`src/design/alu_defines.svh`:
```
`ifndef ALU_DEFINES_SVH
`define ALU_DEFINES_SVH

// instruction fields, bit 15 of the word is the class bit
`define CLASS_BIT    15
`define SRC_IDX_LSB        13
`define DST_IDX_LSB        11
`define OP_LSB             8
`define SHIFT_SEL_LSB      6
`define CARRY_BASE_LSB     4
`define STORE_SUPPRESS_BIT 3
`define SKIP_TEST_LSB      0

// address width and register byte offsets
`define AXI_ADDR_W   8
`define OFS_ACC0     8'h00
`define OFS_ACC1     8'h04
`define OFS_ACC2     8'h08
`define OFS_ACC3     8'h0c
`define OFS_CARRY    8'h10
`define OFS_INSTR    8'h14
`define OFS_STATUS   8'h18
`define OFS_RESULT   8'h1c

// status bit positions
`define ST_SKIP_BIT  0
`define ST_FOREIGN_BIT 1
`define ST_BUSY_BIT  2

// reset values and responses
`define ACC_RST      16'h0000
`define CARRY_RST    1'h0
`define RESP_OKAY    2'h0
`define RESP_SLVERR  2'h2

`endif

```
`src/design/alu_pkg.sv`:
```
`include "alu_defines.svh"
package alu_pkg;
  typedef enum logic [2:0] {
    ONES_INVERT_OP, TWOS_NEGATE_OP, PASS_THROUGH_OP, INCREMENT_OP,
    ADD_INVERSE_OP, SUBTRACT_OP, ADD_BOTH_OP, AND_BOTH_OP
  } op_e;
  typedef enum logic [1:0] {
    SHIFT_NONE, ROTATE_LEFT, ROTATE_RIGHT, BYTE_SWAP
  } shift_e;
  typedef enum logic [1:0] {
    BASE_FLAG, BASE_ZERO, BASE_ONE, BASE_FLAG_INV
  } carry_e;
  typedef enum logic [2:0] {
    NEVER_BYPASS, ALWAYS_BYPASS, BYPASS_ON_CARRY_CLEAR,
    BYPASS_ON_CARRY_SET, BYPASS_ON_RESULT_ZERO, BYPASS_ON_RESULT_NONZERO,
    BYPASS_ON_EITHER_ZERO, BYPASS_ON_BOTH_NONZERO
  } skip_e;
  typedef struct packed {
    logic [3:0][15:0]         acc;
    logic                     carry;
    logic [15:0]              instr;
    logic                     pend;
    logic                     skip;
    logic                     foreign;
    logic                     skip_p;
    logic [16:0]              last;
    logic                     aw_h;
    logic [`AXI_ADDR_W-1:0]   aw_a;
    logic                     w_h;
    logic [31:0]              w_d;
    logic [3:0]               w_s;
    logic                     bvalid;
    logic [1:0]               bresp;
    logic                     rvalid;
    logic [31:0]              rdata;
    logic [1:0]               rresp;
  } regs_s;
endpackage

```
`src/design/alu_if.sv`:
```
interface alu_if;
  logic [15:0] instr;
  logic [15:0] src;
  logic [15:0] dst;
  logic        flag;
  logic        base;
  logic [15:0] alu_res;
  logic        alu_resulting_carry;
  logic [15:0] res;
  logic        shifted_carry;
  logic        skip;
  logic        load;
  modport core (output instr, src, dst, flag,
                input  base, alu_res, alu_resulting_carry, res,
                       shifted_carry, skip, load);
  modport dp   (input  instr, src, dst, flag,
                output base, alu_res, alu_resulting_carry, res,
                       shifted_carry, skip, load);
endinterface

```
`src/design/alu_datapath.sv`:
```
`include "alu_defines.svh"
module alu_datapath
  import alu_pkg::*;
(
  alu_if.dp bus
);
  logic [15:0] a;
  logic [15:0] b;
  logic        cin;
  logic        arith;
  logic [16:0] sum;
  logic        zero;

  always_comb begin
    case (carry_e'(bus.instr[`CARRY_BASE_LSB +: 2]))
      BASE_FLAG: bus.base = bus.flag;
      BASE_ZERO: bus.base = 1'h0;
      BASE_ONE:  bus.base = 1'h1;
      default:   bus.base = ~bus.flag;
    endcase
    a = bus.src;
    b = 16'h0;
    cin = 1'h0;
    arith = 1'h1;
    bus.alu_res = 16'h0;
    // subtraction is inverse plus carry-in, so carry-out marks no borrow
    case (op_e'(bus.instr[`OP_LSB +: 3]))
      ONES_INVERT_OP: begin
        arith = 1'h0;
        bus.alu_res = ~bus.src;
      end
      TWOS_NEGATE_OP: begin
        a = ~bus.src;
        cin = 1'h1;
      end
      PASS_THROUGH_OP: begin
        arith = 1'h0;
        bus.alu_res = bus.src;
      end
      INCREMENT_OP: cin = 1'h1;
      ADD_INVERSE_OP: begin
        a = bus.dst;
        b = ~bus.src;
      end
      SUBTRACT_OP: begin
        a = bus.dst;
        b = ~bus.src;
        cin = 1'h1;
      end
      ADD_BOTH_OP: begin
        a = bus.dst;
        b = bus.src;
      end
      default: begin
        arith = 1'h0;
        bus.alu_res = bus.src & bus.dst;
      end
    endcase
    sum = {1'h0, a} + {1'h0, b} + {16'h0, cin};
    if (arith) begin
      bus.alu_res = sum[15:0];
    end
    bus.alu_resulting_carry = bus.base ^ (arith & sum[16]);
    case (shift_e'(bus.instr[`SHIFT_SEL_LSB +: 2]))
      SHIFT_NONE: begin
        bus.res = bus.alu_res;
        bus.shifted_carry = bus.alu_resulting_carry;
      end
      ROTATE_LEFT: begin
        bus.res = {bus.alu_res[14:0], bus.alu_resulting_carry};
        bus.shifted_carry = bus.alu_res[15];
      end
      ROTATE_RIGHT: begin
        bus.res = {bus.alu_resulting_carry, bus.alu_res[15:1]};
        bus.shifted_carry = bus.alu_res[0];
      end
      default: begin
        bus.res = {bus.alu_res[7:0], bus.alu_res[15:8]};
        bus.shifted_carry = bus.alu_resulting_carry;
      end
    endcase
    zero = (bus.res == 16'h0);
    case (skip_e'(bus.instr[`SKIP_TEST_LSB +: 3]))
      NEVER_BYPASS:             bus.skip = 1'h0;
      ALWAYS_BYPASS:            bus.skip = 1'h1;
      BYPASS_ON_CARRY_CLEAR:    bus.skip = ~bus.shifted_carry;
      BYPASS_ON_CARRY_SET:      bus.skip = bus.shifted_carry;
      BYPASS_ON_RESULT_ZERO:    bus.skip = zero;
      BYPASS_ON_RESULT_NONZERO: bus.skip = ~zero;
      BYPASS_ON_EITHER_ZERO:    bus.skip = ~bus.shifted_carry | zero;
      default:                  bus.skip = bus.shifted_carry & ~zero;
    endcase
    bus.load = ~bus.instr[`STORE_SUPPRESS_BIT];
  end
endmodule

```
`src/design/alu_shift_carry_skip_unit.sv`:
```
// Chosen here: register access over AXI4-Lite and the placing of the registers.
`include "alu_defines.svh"
module alu_shift_carry_skip_unit
  import alu_pkg::*;
(
  input  wire logic                   REF_CLK_I,
  input  wire logic                   RESETN_I,
  input  wire logic [`AXI_ADDR_W-1:0] AWADDR_I,
  input  wire logic                   AWVALID_I,
  output logic                        AWREADY_O,
  input  wire logic [31:0]            WDATA_I,
  input  wire logic [3:0]             WSTRB_I,
  input  wire logic                   WVALID_I,
  output logic                        WREADY_O,
  output logic [1:0]                  BRESP_O,
  output logic                        BVALID_O,
  input  wire logic                   BREADY_I,
  input  wire logic [`AXI_ADDR_W-1:0] ARADDR_I,
  input  wire logic                   ARVALID_I,
  output logic                        ARREADY_O,
  output logic [31:0]                 RDATA_O,
  output logic [1:0]                  RRESP_O,
  output logic                        RVALID_O,
  input  wire logic                   RREADY_I,
  output logic                        SKIP_REQ_O,
  output logic                        EXEC_BUSY_O
);
  regs_s       st_r;
  regs_s       st_nxt;
  logic [1:0]  src_idx;
  logic [1:0]  dst_idx;
  logic        exec;
  logic        wr_go;
  logic        wr_err;
  logic [31:0] rd_data;
  logic        rd_err;
  op_e         op_w;
  shift_e      shift_w;
  skip_e       skip_w;
  logic        res_carry_w;
  logic        new_carry_w;

  alu_if dp();

  alu_datapath u_dp (
    .bus (dp)
  );

  function automatic logic [15:0] merge16(input logic [15:0] old,
                                          input logic [31:0] d,
                                          input logic [3:0]  s);
    merge16 = {s[1] ? d[15:8] : old[15:8], s[0] ? d[7:0] : old[7:0]};
  endfunction

  ////////////////////////////////////////////////////////////////////////////
  // operand routing

  assign src_idx = st_r.instr[`SRC_IDX_LSB +: 2];
  assign dst_idx = st_r.instr[`DST_IDX_LSB +: 2];
  assign exec    = st_r.pend & st_r.instr[`CLASS_BIT];
  assign op_w    = op_e'(st_r.instr[`OP_LSB +: 3]);
  assign shift_w = shift_e'(st_r.instr[`SHIFT_SEL_LSB +: 2]);
  assign skip_w  = skip_e'(st_r.instr[`SKIP_TEST_LSB +: 3]);

  assign res_carry_w = dp.alu_resulting_carry;
  assign new_carry_w = dp.shifted_carry;

  assign dp.instr = st_r.instr;
  assign dp.src   = st_r.acc[src_idx];
  assign dp.dst   = st_r.acc[dst_idx];
  assign dp.flag  = st_r.carry;

  ////////////////////////////////////////////////////////////////////////////
  // register decode

  assign wr_go = st_r.aw_h & st_r.w_h & ~st_r.bvalid & ~st_r.pend;

  always_comb begin
    wr_err = 1'h0;
    if (st_r.aw_a == `OFS_ACC0 || st_r.aw_a == `OFS_ACC1 ||
        st_r.aw_a == `OFS_ACC2 || st_r.aw_a == `OFS_ACC3) begin
      wr_err = 1'h0;
    end else if (st_r.aw_a == `OFS_CARRY || st_r.aw_a == `OFS_INSTR) begin
      wr_err = 1'h0;
    end else begin
      wr_err = 1'h1;
    end
  end

  always_comb begin
    rd_data = 32'h0;
    rd_err  = 1'h0;
    if (ARADDR_I == `OFS_ACC0) begin
      rd_data = {16'h0, st_r.acc[0]};
    end else if (ARADDR_I == `OFS_ACC1) begin
      rd_data = {16'h0, st_r.acc[1]};
    end else if (ARADDR_I == `OFS_ACC2) begin
      rd_data = {16'h0, st_r.acc[2]};
    end else if (ARADDR_I == `OFS_ACC3) begin
      rd_data = {16'h0, st_r.acc[3]};
    end else if (ARADDR_I == `OFS_CARRY) begin
      rd_data = {31'h0, st_r.carry};
    end else if (ARADDR_I == `OFS_INSTR) begin
      rd_data = {16'h0, st_r.instr};
    end else if (ARADDR_I == `OFS_STATUS) begin
      rd_data[`ST_SKIP_BIT]    = st_r.skip;
      rd_data[`ST_FOREIGN_BIT] = st_r.foreign;
      rd_data[`ST_BUSY_BIT]    = st_r.pend;
    end else if (ARADDR_I == `OFS_RESULT) begin
      rd_data = {15'h0, st_r.last};
    end else begin
      rd_err = 1'h1;
    end
  end

  ////////////////////////////////////////////////////////////////////////////
  // next state

  always_comb begin
    st_nxt = st_r;
    st_nxt.skip_p = 1'h0;
    if (AWVALID_I && !st_r.aw_h) begin
      st_nxt.aw_h = 1'h1;
      st_nxt.aw_a = AWADDR_I;
    end
    if (WVALID_I && !st_r.w_h) begin
      st_nxt.w_h = 1'h1;
      st_nxt.w_d = WDATA_I;
      st_nxt.w_s = WSTRB_I;
    end
    if (st_r.bvalid && BREADY_I) begin
      st_nxt.bvalid = 1'h0;
    end
    // writes wait while an instruction executes, so no clash on acc
    if (wr_go) begin
      st_nxt.aw_h   = 1'h0;
      st_nxt.w_h    = 1'h0;
      st_nxt.bvalid = 1'h1;
      st_nxt.bresp  = wr_err ? `RESP_SLVERR : `RESP_OKAY;
      if (st_r.aw_a == `OFS_ACC0) begin
        st_nxt.acc[0] = merge16(st_r.acc[0], st_r.w_d, st_r.w_s);
      end else if (st_r.aw_a == `OFS_ACC1) begin
        st_nxt.acc[1] = merge16(st_r.acc[1], st_r.w_d, st_r.w_s);
      end else if (st_r.aw_a == `OFS_ACC2) begin
        st_nxt.acc[2] = merge16(st_r.acc[2], st_r.w_d, st_r.w_s);
      end else if (st_r.aw_a == `OFS_ACC3) begin
        st_nxt.acc[3] = merge16(st_r.acc[3], st_r.w_d, st_r.w_s);
      end else if (st_r.aw_a == `OFS_CARRY) begin
        st_nxt.carry = st_r.w_s[0] ? st_r.w_d[0] : st_r.carry;
      end else if (st_r.aw_a == `OFS_INSTR) begin
        st_nxt.instr = merge16(st_r.instr, st_r.w_d, st_r.w_s);
        st_nxt.pend  = 1'h1;
      end
    end
    if (st_r.rvalid && RREADY_I) begin
      st_nxt.rvalid = 1'h0;
    end
    if (ARVALID_I && !st_r.rvalid) begin
      st_nxt.rvalid = 1'h1;
      st_nxt.rdata  = rd_data;
      st_nxt.rresp  = rd_err ? `RESP_SLVERR : `RESP_OKAY;
    end
    if (st_r.pend) begin
      st_nxt.pend = 1'h0;
      if (exec) begin
        if (dp.load) begin
          st_nxt.acc[dst_idx] = dp.res;
          st_nxt.carry        = dp.shifted_carry;
        end
        st_nxt.skip    = dp.skip;
        st_nxt.skip_p  = dp.skip;
        st_nxt.last    = {dp.shifted_carry, dp.res};
        st_nxt.foreign = 1'h0;
      end else begin
        st_nxt.skip    = 1'h0;
        st_nxt.foreign = 1'h1;
      end
    end
  end

  always_ff @(posedge REF_CLK_I or negedge RESETN_I) begin
    if (!RESETN_I) begin
      st_r <= '0;
    end else begin
      st_r <= st_nxt;
    end
  end

  ////////////////////////////////////////////////////////////////////////////
  // outputs

  assign AWREADY_O   = ~st_r.aw_h;
  assign WREADY_O    = ~st_r.w_h;
  assign BVALID_O    = st_r.bvalid;
  assign BRESP_O     = st_r.bresp;
  assign ARREADY_O   = ~st_r.rvalid;
  assign RVALID_O    = st_r.rvalid;
  assign RDATA_O     = st_r.rdata;
  assign RRESP_O     = st_r.rresp;
  assign SKIP_REQ_O  = st_r.skip_p;
  assign EXEC_BUSY_O = st_r.pend;
endmodule

```
`config.mk`:
```
export PLATFORM = sky130hd
export DESIGN_NAME = alu_shift_carry_skip_unit
export DESIGN_NICKNAME = d
export VERILOG_FILES = /design/src/design/alu_pkg.sv /design/src/design/alu_if.sv /design/src/design/alu_datapath.sv /design/src/design/alu_shift_carry_skip_unit.sv
export VERILOG_INCLUDE_DIRS = /design/src /design/src/design
export SDC_FILE = /design/constraint.sdc
export NUM_CORES = 1
export LEC_CHECK = 0
export BUFFER_PORTS_ARGS = -buffer_cell sky130_fd_sc_hd__buf_2
export CAP_MARGIN = 20
export CORE_UTILIZATION = 45
export DETAILED_ROUTE_END_ITERATION = 8
export PLACE_DENSITY_LB_ADDON = 0.15
export SLEW_MARGIN = 10
export SYNTH_ARGS = -nofsm -noshare
export SYNTH_HDL_FRONTEND = slang
export SYNTH_HIERARCHICAL = 1
export SYNTH_SLANG_ARGS = --single-unit
```
`constraint.sdc`:
```
create_clock -name REF_CLK_I -period 7.9 [get_ports REF_CLK_I]
set_input_delay 2.37 -clock REF_CLK_I [delete_from_list [all_inputs] [get_ports REF_CLK_I]]
set_output_delay 2.37 -clock REF_CLK_I [all_outputs]
set_load 0.005 [all_outputs]
```
Word-level counts from Yosys, hierarchy flattened
Cells that the tools add are included.
Cells by class
  reductions and logical operators: 34
  div/mod/pow operators: 0
  shift-type cells: 0
  multiplexer cells: 78
  bitwise operators: 23
  order comparisons: 3
  equal/unequal tests: 33
  multipliers: 0
  add/subtract/negate cells: 2
Operators with widths (count)
  32-bit two-way mux: 7
  65-bit two-way mux: 3
  16-bit two-way mux: 9
  16-bit one-hot mux with 3 select lines: 2
  18-bit two-way mux: 5
  82-bit two-way mux: 1
  8-bit two-way mux: 10
  16-bit binary-select mux with 2-bit select: 2
  64-bit bitwise mux: 1
  16-bit one-hot mux with 2 select lines: 2
  17-bit two-way mux: 3
  8-bit by 5-bit == test with 1-bit output (second input constant): 6
  48-bit two-way mux: 1
  37-bit two-way mux: 1
  35-bit two-way mux: 1
  16-bit demux with 2-bit select: 1
  8-bit by 4-bit == test with 1-bit output (second input constant): 4
  29-bit two-way mux: 1
  21-bit two-way mux: 1
  3-bit == test (second input constant): 6
  1-bit two-way mux: 18
  16-bit by 16-bit adder with 17-bit output: 1
  17-bit by 1-bit adder with 17-bit output: 1
  16-bit bitwise AND: 1
  33 further kinds: 85
Word-level totals
  output and inout bits: 43
  bits in writable memories: 0
  input bits: 59
  bits in read-only memories: 0
  bits in latches: 0
  register bits after elaboration: 186
  word-level logic and storage cells: 195
  memories kept: 0

Depth between registers and ports, before layout
Gate-level depths: netlist (run 1).
  depth in word-level cells: 15
  gate-level depth with buffers: 23
  gate-level depth less buffers: 19

Cells and area by module
Netlist (run 1), hierarchy kept.
Modules (own cells, without submodules)
  alu_shift_carry_skip_unit: instances 1, sequential area each 3778.6 µm², cells each 749, area an instance 8414.3 µm²
  alu_datapath: instances 1, sequential area each 0.0 µm², cells each 427, area an instance 2777.7 µm²

Worst setup path after synthesis (run 1)
OpenSTA, ideal clock, no wires.
  path type: reg-to-reg
  start point: register st_r, in the netlist dp.instr[13]
  end point: register st_r[103] (netlist name)
  arrival: 5.637 ns
  path slack: 2.145 ns
  period minus slack after synthesis: 5.755 ns
  setup time: 0.118 ns
  data required time: 7.782 ns
  path buffers: 1
  stages on the path, launching flop included: 20
  cell sequence: dfrtp_1 -> clkbuf_1 -> mux4_2 -> mux2_2 -> nor2_1 -> a221oi_1 -> fa_1 -> fa_1 -> nand2b_2 -> a211oi_4 -> o21ai_2 -> nor4b_4 -> or4_4 -> a221oi_2 -> o22ai_1 -> or4_1 -> o41ai_2 -> xor2_1 -> and3_1 -> a21o_1
On the way
  elaborated cells on any way between the ends: 21
  those cells by class: add/sub: 2; mux: 10; bitwise: 8; reduce/logical: 1
RTL lines
  start: declaration: RTL line alu_shift_carry_skip_unit.sv:28  | regs_s st_r;
  start signal: assignment: RTL line alu_shift_carry_skip_unit.sv:185  | st_r <= st_nxt;
  16-bit binary-select mux with 2-bit select (*): RTL line alu_shift_carry_skip_unit.sv:69  | assign dp.src = st_r.acc[src_idx];
  16-bit two-way mux (not written as such) (*): RTL line alu_shift_carry_skip_unit.sv:69
  named net dp.src[0]: RTL line alu_if.sv:3  | logic [15:0] src;
  16-bit inverter: RTL line alu_datapath.sv:33, alu_datapath.sv:43, alu_datapath.sv:47
  16-bit one-hot mux with 2 select lines: RTL line alu_datapath.sv:27  | case (op_e'(bus.instr[`OP_LSB +: 3]))
  16-bit by 16-bit adder with 17-bit output (*): RTL line alu_datapath.sv:59  | sum = {1'h0, a} + {1'h0, b} + {16'h0, cin};
  17-bit by 1-bit adder with 17-bit output (*): RTL line alu_datapath.sv:59
  16-bit two-way mux (*): RTL line alu_datapath.sv:60  | if (arith) begin
  named net dp.alu_res[14]: RTL line alu_if.sv:7  | logic [15:0] alu_res;
  16-bit one-hot mux with 3 select lines (*): RTL line alu_datapath.sv:64  | case (shift_e'(bus.instr[`SHIFT_SEL_LSB +: 2]))
  named net dp.res[15]: RTL line alu_if.sv:9  | logic [15:0] res;
  16-bit logical NOT (*): RTL line alu_datapath.sv:82  | zero = (bus.res == 16'h0);
  1-bit inverter: RTL line alu_datapath.sv:89, alu_datapath.sv:91
  1-bit bitwise AND: RTL line alu_datapath.sv:91  | default: bus.skip = bus.shifted_carry & ~zero;
  1-bit one-hot mux with 7 select lines (*): RTL line alu_datapath.sv:83  | case (skip_e'(bus.instr[`SKIP_TEST_LSB +: 3]))
  named net dp.skip: RTL line alu_if.sv:11  | logic skip;
  2-bit two-way mux (*): RTL line alu_shift_carry_skip_unit.sv:165  | if (exec) begin
The timed path passes the listed nets; every way through them passes the cells marked *. The select of a mux whose other input is x is not followed.
A chain may end at the register's enable or synchronous reset.

Worst setup path after layout (run 1)
Ends and elaborated chain as after synthesis.

==> qor.csv, run 1 <==
metric,value,unit
status,"finished, final reports clean",
Setup crit end kind,register,
postcts setup bufs,0,
max-slew violation count,0,
worst slew pin tran,1.04,ns
cts bufs inserted,17,
post-cts resize count,0,
global route overflow,0,
Worst Setup Path Type,register to register,
Worst EP required,8.23,ns
Tmin final,6.52,ns
die area,25500,µm²
Pwr Total,3.16,mW
TNS Setup,0,ns
Clock Skews,0.0156,ns
dpl hpwl,24.2,mm
Pwr Density,260,nW/µm²
placed insts,1479,
drt pass-1 iters,5,
most frequent cells in the layout,"dfrtp_1 (151), nand2_1 (108), mux2i_1 (81), mux2_2 (77), nor2_1 (75)",
pin count of the biggest net entering global routing,80,
"Warnings, synthesis",6,
R2R Setup Slk,1.38,ns
Post-Route WL,34.6,mm
DRT iter0 DRCs,1019,
number of global-route vias before repair,8747,
pre-CTS WS,1.51,ns
CTS tree,done,
maxcap violations,0,
Starting Density,0.460,
core area,24300,µm²
CP max stage cell,mux4_2,
Max-slew headroom,0.304,
WP data arrival,6.85,ns
"Area growth, synth to finish",8.50,%
Post-Synthesis Cells,1175,
RD Place Congestion,0.910,
Pleak,5.34,nW
max incr delay on CP,0.69,ns
worst min-delay path class,register to register,
Post-Layout Cell Count,1511,
Worst path top cell family by delay,simple AND/OR/NAND/NOR gates,
crit-path cells,mux4_2 -> mux2_2 -> nor2_1 -> a221oi_1 -> fa_1 -> fa_1 -> nand2b_2 -> a211oi_4 -> o21ai_2 -> nor4b_4 -> or4_4 -> a221oi_2 -> o22ai_1 -> or4_1 -> o41ai_2 -> xor2_1 -> and3_1 -> a21o_1,
Die Span X,160,µm
setup violators final,0,
Fin. Hold Viols,0,
GRT Util Overall,0.273,
CP Max Fanout,7,
Port Buffers,66,
Vias/cell,6.22,
first-pass GRT wire length,53.1,mm
DRC Markers,0,
RSZ-0062 raised after global routing,false,
clock latency on the worst-skew pair,0.43,ns
# rows,57,
vias,9401,
Chip Height,160,µm
"most common cell after layout, fill and taps aside",dfrtp_1,
VDD IR max,0.137,mV
# hold bufs at CTS,0,
Tcrit/Tclk final,0.825,
Worst Path Buf+Inv,0,
Clock Path Buffers,2,
ant diodes,0,
nets,1255,
"most used cell, CP",fa_1,
Final Util,0.499,
syn_area_per_cell,9.52,µm²
Post-Syn Area,11200,µm²
num ports,102,
clk sink count,151,
share of layout cells above drive strength 1,0.223,
"CTS clk-pin slew, worst paths",0.07,ns
Fillers,2285,
routed len/inst,22.9,µm
root buf cell,clkbuf_16,
ANT nets after route,0,
worst setup margin,1.38,ns
CP Launch Type,register,
antenna violations before repair,1,
fmax,153,MHz
number of H-tree levels,4,
worst paths after layout:
check / start / to / cells past startpoint
setup reg to reg: dp.instr[13] / st_r[103] / 18
setup / recovery: dp.instr[13] / st_r[103] / 18
min in group asynchronous: RESETN_I / st_r[75] / 1
max in group asynchronous: RESETN_I / RDATA_O[12] / 3
hold / removal: RDATA_O[5] / RDATA_O[5] / 2
hold reg to reg: RDATA_O[5] / RDATA_O[5] / 2
stage by stage:
stage / hold WS, ns / instance area, µm²
3_5_place_dp: 0.465 / 11600
3_3_place_gp: 0.468 / 11600
5_1_grt: 0.511 / 12100
6_report: 0.485 / 12100
4_1_cts: 0.490 / 12100
2_1_floorplan: 0.448 / 11200
flip-flops by register name, summed over array words and instances (netlist names):
name / count
SKIP_REQ_O: 1
dp.instr: 16
RDATA_O: 17
dp.flag: 1
BVALID_O: 1
EXEC_BUSY_O: 1
RVALID_O: 1
st_r: 111
RRESP_O: 1
BRESP_O: 1
worst reg2reg max path, cell delays in order (launching register included):
cell and delay, ns:
dfrtp_1 0.66, mux4_2 0.69, mux2_2 0.31, nor2_1 0.10, a221oi_1 0.09, fa_1 0.54, fa_1 0.42, nand2b_2 0.22
a211oi_4 0.29, o21ai_2 0.15, nor4b_4 0.15, or4_4 0.58, a221oi_2 0.30, o22ai_1 0.25, or4_1 0.60, o41ai_2 0.57
xor2_1 0.12, and3_1 0.23, a21o_1 0.15
final cells by class:
class                           count  area [µm²]  area share
Multi-Input combinational cell    894        6780       0.559
Sequential cell                   151        3780       0.311
Timing Repair Buffer               91         544      0.0448
Clock buffer                       18         439      0.0362
Tap cell                          324         405      0.0334
Clock inverter                     13         116     0.00959
Inverter                           20        75.1     0.00618
per-layer routing:
| metal | GRT usage | wire length (µm) | vias up |
|---|---|---|---|
| met5 | 0 | 0 | - |
| met4 | 0.0852 | 849 | 0 |
| met3 | 0.0496 | 2880 | 57 |
| met2 | 0.410 | 15200 | 445 |
| met1 | 0.399 | 15700 | 4586 |
| li1 | - | - | 4313 |
where the power goes:
group / internal [mW] / leakage (nW) / switching, mW
logic: 0.491 / 3.05 / 0.730
clock network: 0.419 / 0.270 / 0.362
registers: 0.918 / 2.03 / 0.240
(Power assumes the default switching activity.)
==> run 2, diff against run 1 <==
ABC_AREA = 1   (was unset)
clock period = 6.7 ns   (was 7.9 ns; I/O delays follow)
==> qor.csv, run 2 <==
metric,value,unit,change
status,"finished, final reports clean",,
"Warnings, synthesis",6,,unchanged
"most used cell, CP",nand2_1,,
worst min-delay path class,register to register,,
routed len/inst,19.5,µm,-15%
Post-Route WL,42.8,mm,+24%
number of stages on the worst setup path,30,,+12
DRT iter0 DRCs,1467,,+44%
Synth area leaders,"dfrtp_1 (32%), nand2_1 (20%), nand3_1 (7.4%)",,
hold depth,2,,unchanged
largest register by flop count,st_r,,
Worst setup startpoint,dp.instr[11],,
Post-Syn Area,11800,µm²,+5.2%
"most common cell after layout, fill and taps aside",nand2_1,,
dpl hpwl,30.8,mm,+27%
Worst EP required,7.05,ns,-1.18 ns
Clock Skews,0.0183,ns,+0.00277 ns
RD Place Congestion,0.961,,+5.6%
drt pass-1 iters,5,,unchanged
Die Span X,164,µm,+2.5%
die area,26800,µm²,+5.1%
Starting Density,0.463,,+0.00340
# hold bufs at CTS,0,,unchanged
syn_area_per_cell,6.35,µm²,-33%
global route overflow,0,,unchanged
GRT Util Overall,0.331,,+0.0581
cts bufs inserted,17,,unchanged
number of H-tree levels,4,,unchanged
fmax,185,MHz,+21%
maxcap violations,0,,unchanged
register area share after synthesis,0.321,,
R2R Setup Slk,1.31,ns,-0.07 ns
core area,25400,µm²,+4.4%
r2r worst-path depth,30,,+12
share of layout cells above drive strength 1,0.0954,,-0.128
Synth area leader,dfrtp_1,,
Synth Flop Type,dfrtp_1,,
CP max stage cell,dfrtp_1,,
# rows,58,,+1.8%
max-slew violation count,0,,unchanged
ant diodes,0,,unchanged
Tcrit/Tclk final,0.805,,-0.0201
ANT nets after route,0,,unchanged
clk sink count,151,,unchanged
Port Buffers,66,,unchanged
number of global-route vias before repair,11600,,+33%
Chip Height,164,µm,+2.5%
CTS tree,done,,
Commonest cells post-synth,"nand2_1 (621), inv_1 (208), nand3_1 (174)",,
most frequent cells in the layout,"nand2_1 (620), inv_1 (208), nand3_1 (174), dfrtp_1 (151), a21oi_1 (129)",,
Worst Path Buf+Inv,5,,+5
Clock Path Buffers,2,,unchanged
"CTS clk-pin slew, worst paths",0.07,ns,about the same
Post-Synthesis Cells,1855,,+58%
CP Max Fanout,17,,+10
Vias/cell,5.70,,-8.4%
VDD IR max,0.258,mV,+88%
Tmin final,5.39,ns,-1.13 ns
RSZ-0062 raised after global routing,false,,
Synth top area share,0.321,,
Max-slew headroom,0.361,,+0.0565
FF-to-FF End,st_r[103],,
first-pass GRT wire length,66.6,mm,+25%
num ports,102,,unchanged
CP endpoint,st_r[103],,
max incr delay on CP,0.64,ns,-0.05 ns
clock latency on the worst-skew pair,0.44,ns,about the same
root buf cell,clkbuf_16,,
CP Launch Type,register,,
Post-synth EDFFs,0,,
setup violators final,0,,unchanged
synth unique cells,46,,
"Area growth, synth to finish",7.33,%,
post-synthesis register bit count,151,,
postcts setup bufs,0,,unchanged
Worst Setup Path Type,register to register,,
Setup crit end kind,register,,
max reg flops,111,,unchanged
antenna violations before repair,0,,-1
Final Util,0.497,,-0.00171
asr flop ratio synth,1.00,,
Reg-to-Reg Start,dp.instr[11],,
nets,1933,,+54%
pin count of the biggest net entering global routing,110,,+38%
most common cell in the synthesized netlist,nand2_1,,
Pleak,6.53,nW,+22%
Pwr Density,319,nW/µm²,+23%
Fin. Hold Viols,0,,unchanged
Worst path top cell family by delay,simple AND/OR/NAND/NOR gates,,
DRC Markers,0,,unchanged
post-cts resize count,0,,unchanged
worst slew pin tran,0.957,ns,-0.0823 ns
TNS Setup,0,ns,unchanged
WP data arrival,5.75,ns,-1.10 ns
vias,12500,,+33%
run 2: kinds of logic after synthesis:
kind of cell    Yosys count  share of synthesized area
xor+xnor                  1                   0.000744
other cells               1                   0.000319
buf+inv                 346                      0.129
flops                   151                      0.321
mux                       3                    0.00287
compound gates          323                      0.155
fa+ha+maj                21                     0.0236
simple gates           1009                      0.368
run 2: per-layer routing:
layer	GRT usage	up-vias	share of wire
met5	0	-	0
met4	0.154	0	0.041
met3	0.0497	109	0.084
met2	0.521	620	0.46
met1	0.447	5837	0.42
li1	-	5943	-
run 2: area by class of cell:
cell class / count / area [µm²]
flip-flops and latches: 151 / 3780
repair buffers: 78 / 447
inverters: 231 / 867
fillers: 2640 / 12800
clock buffers: 19 / 443
multi-input cells: 1374 / 6550
clock inverters: 13 / 136
well taps: 330 / 413
run 2: worst reg2reg max path, delay by kind of cell (launching register included):
| kind | cells | cell delay [ns] |
|---|---|---|
| flip-flops | 1 | 0.64 |
| AO/OA/AOI/OAI | 5 | 1.18 |
| adder cells (fa/ha/maj) | 2 | 0.91 |
| AND/OR/NAND/NOR | 18 | 2.06 |
| buffers and inverters | 5 | 0.51 |
run 2: metrics by stage:
step	hold WS (ns)	std cells	instance area (µm²)	total power [mW]	setup slack (ns)
after floorplan	0.449	1871	11800	2.40	2.62
after CTS	0.480	2195	12600	4.00	1.45
final	0.472	2196	12600	4.03	1.31
after detailed placement	0.462	2163	12000	3.02	1.51
after global routing	0.495	2196	12600	4.27	1.07
after global placement	0.458	2163	12000	3.01	1.58
run 2: worst min-delay path by stage:
stage,from,endpoint,slack [ns]
after floorplan,st_r[92],st_r[92],0.45
after global placement,RDATA_O[12],RDATA_O[12],0.46
after detailed placement,RDATA_O[10],RDATA_O[10],0.46
after CTS,RDATA_O[10],RDATA_O[10],0.48
after global routing,RDATA_O[7],RDATA_O[7],0.50
final,RDATA_O[10],RDATA_O[10],0.47
run 2: where the power goes:
| part | internal (mW) | total (mW) | switching, mW |
|---|---|---|---|
| combinational | 0.456 | 1.81 | 1.35 |
| sequential | 1.06 | 1.25 | 0.193 |
| clock | 0.533 | 0.975 | 0.443 |
==> run 3, diff against run 2 <==
clock period = 5.3 ns   (was 6.7 ns; I/O delays follow)
==> qor.csv, run 3 (same netlist as run 2, synthesis figures left out) <==
metric,value,unit,change
status,"finished, final reports clean",,
Worst EP required,5.60,ns,-1.45 ns
vias,12500,,-0.34%
Hold Crit Start,RDATA_O[11],,
post-cts resize count,0,,unchanged
Fillers,2630,,-0.38%
GRT Util Overall,0.326,,-0.00521
Fin. Hold Viols,0,,unchanged
ant diodes,0,,unchanged
placed cell area,12100,µm²,+0.85%
share of layout cells above drive strength 1,0.101,,+0.00530
"CTS clk-pin slew, worst paths",0.07,ns,about the same
routed len/inst,19.3,µm,-1.0%
RSZ-0062 raised after global routing,false,,
fmax,211,MHz,+14%
max reg flops,111,,unchanged
NetSw,2.53,mW,+27%
TNS Setup,0,ns,unchanged
hold_ws,0.477,ns,+0.00445 ns
WP data arrival,5.04,ns,-0.71 ns
drt pass-1 iters,6,,+1
# hold bufs at CTS,0,,unchanged
pin count of the biggest net entering global routing,79,,-28%
CP Max Fanout,9,,-8
"Area growth, synth to finish",8.06,%,
Pleak,6.59,nW,+0.90%
cts bufs inserted,17,,unchanged
# rows,58,,unchanged
Clock Path Buffers,2,,unchanged
Tcrit/Tclk final,0.895,,+0.0897
post-route cell area,12700,µm²,+0.67%
root buf cell,clkbuf_16,,
Vias/cell,5.65,,-0.84%
CP max stage cell,dfrtp_1,,
Worst Setup Path Type,register to register,,
"most common cell after layout, fill and taps aside",nand2_1,,
Combinational Power Share,0.447,,about the same
postcts setup bufs,0,,unchanged
worst setup margin,0.558,ns,-0.748 ns
hold depth,2,,unchanged
CP Launch Type,register,,
Internal Power,2.66,mW,+30%
clock latency on the worst-skew pair,0.44,ns,about the same
Setup crit end kind,register,,
global route overflow,0,,unchanged
antenna violations before repair,0,,unchanged
max incr delay on CP,0.60,ns,-0.04 ns
ANT nets after route,0,,unchanged
core area,25400,µm²,unchanged
Hold Path Sink,RDATA_O[11],,
Clock Skews,0.0148,ns,-0.00350 ns
setup violators final,0,,unchanged
"most used cell, CP",nand2_1,,
Seq pwr share,0.307,,-0.004
r2r worst-path depth,31,,+3.3%
clk sink count,151,,unchanged
RD Place Congestion,0.968,,+0.64%
R2R Setup Slk,0.56,ns,-0.75 ns
Starting Density,0.463,,unchanged
switching share of power,0.488,,-0.00473
Max-slew headroom,0.377,,+0.0166
number of H-tree levels,4,,unchanged
largest register by flop count,st_r,,
number of global-route vias before repair,11600,,-0.043%
Die Span X,164,µm,unchanged
CTS tree,done,,
DRC Markers,0,,unchanged
FF-to-FF End,st_r[103],,
max-slew violation count,0,,unchanged
num ports,102,,unchanged
die area,26800,µm²,unchanged
worst min-delay path class,register to register,,
Reg-to-Reg Start,dp.instr[12],,
Post-Route WL,42.6,mm,-0.52%
Clk pwr share,0.246,,+0.004
VDD IR max,0.293,mV,+13%
worst slew pin tran,0.932,ns,-0.0248 ns
most frequent cells in the layout,"nand2_1 (620), inv_1 (208), nand3_1 (174), dfrtp_1 (151), a21oi_1 (129)",,
dpl hpwl,30.9,mm,+0.28%
Port Buffers,66,,unchanged
first-pass GRT wire length,65.7,mm,-1.4%
maxcap violations,0,,unchanged
Tmin final,4.74,ns,-0.652 ns
pre-CTS WS,0.667,ns,-0.840 ns
Chip Height,164,µm,unchanged
Pwr Density,407,nW/µm²,+28%
DRT iter0 DRCs,1407,,-4.1%
nets,1944,,+0.57%
## run 3: final cells by class
class                           count  area (µm²)  share of cell area
Clock buffer                       18         429              0.0337
Clock inverter                     14         160              0.0126
Inverter                          231         867              0.0682
Multi-Input combinational cell   1374        6550               0.515
Sequential cell                   151        3780               0.297
Tap cell                          330         413              0.0325
Timing Repair Buffer               89         522              0.0410
## run 3: per-layer routing
metal | part of all wire | global-route usage | up-vias
met5 | 0 | 0 | -
met2 | 0.44 | 0.508 | 633
met3 | 0.083 | 0.0480 | 121
li1 | - | - | 5972
met1 | 0.42 | 0.444 | 5740
met4 | 0.047 | 0.154 | 0
## run 3: how the worst max path moves through the flow
stage	endpoint	slack (ns)	start
6_report	st_r[103]	0.56	dp.instr[12]
2_1_floorplan	st_r[103]	1.22	dp.instr[11]
5_1_grt	st_r[103]	0.16	dp.instr[13]
4_1_cts	st_r[103]	0.66	dp.instr[12]
3_3_place_gp	st_r[103]	0.69	dp.instr[12]
3_5_place_dp	st_r[103]	0.67	dp.instr[12]
## run 3: critical path, delay by kind of cell, from the launching register on
| kind | cells | cell delay, ns |
|---|---|---|
| simple gates | 19 | 1.71 |
| fa+ha+maj | 2 | 0.94 |
| compound gates | 4 | 0.87 |
| flops | 1 | 0.60 |
| buf+inv | 6 | 0.50 |
## run 3: through the flow
step | instances | power [mW] | utilization
final | 2207 | 5.18 | 0.501
after global routing | 2207 | 5.46 | 0.501
after CTS | 2207 | 5.12 | 0.501
after detailed placement | 2175 | 3.85 | 0.478
after global placement | 2175 | 3.83 | 0.478
after floorplan | 1871 | 3.04 | -
## run 3: power groups by stage
stage | clock [mW] | combinational [mW] | sequential, mW
2_1_floorplan | 0 | 1.56 | 1.48
6_report | 1.28 | 2.32 | 1.59
4_1_cts | 1.28 | 2.27 | 1.58
3_3_place_gp | 0 | 2.24 | 1.59
3_5_place_dp | 0 | 2.25 | 1.60
5_1_grt | 1.33 | 2.52 | 1.61
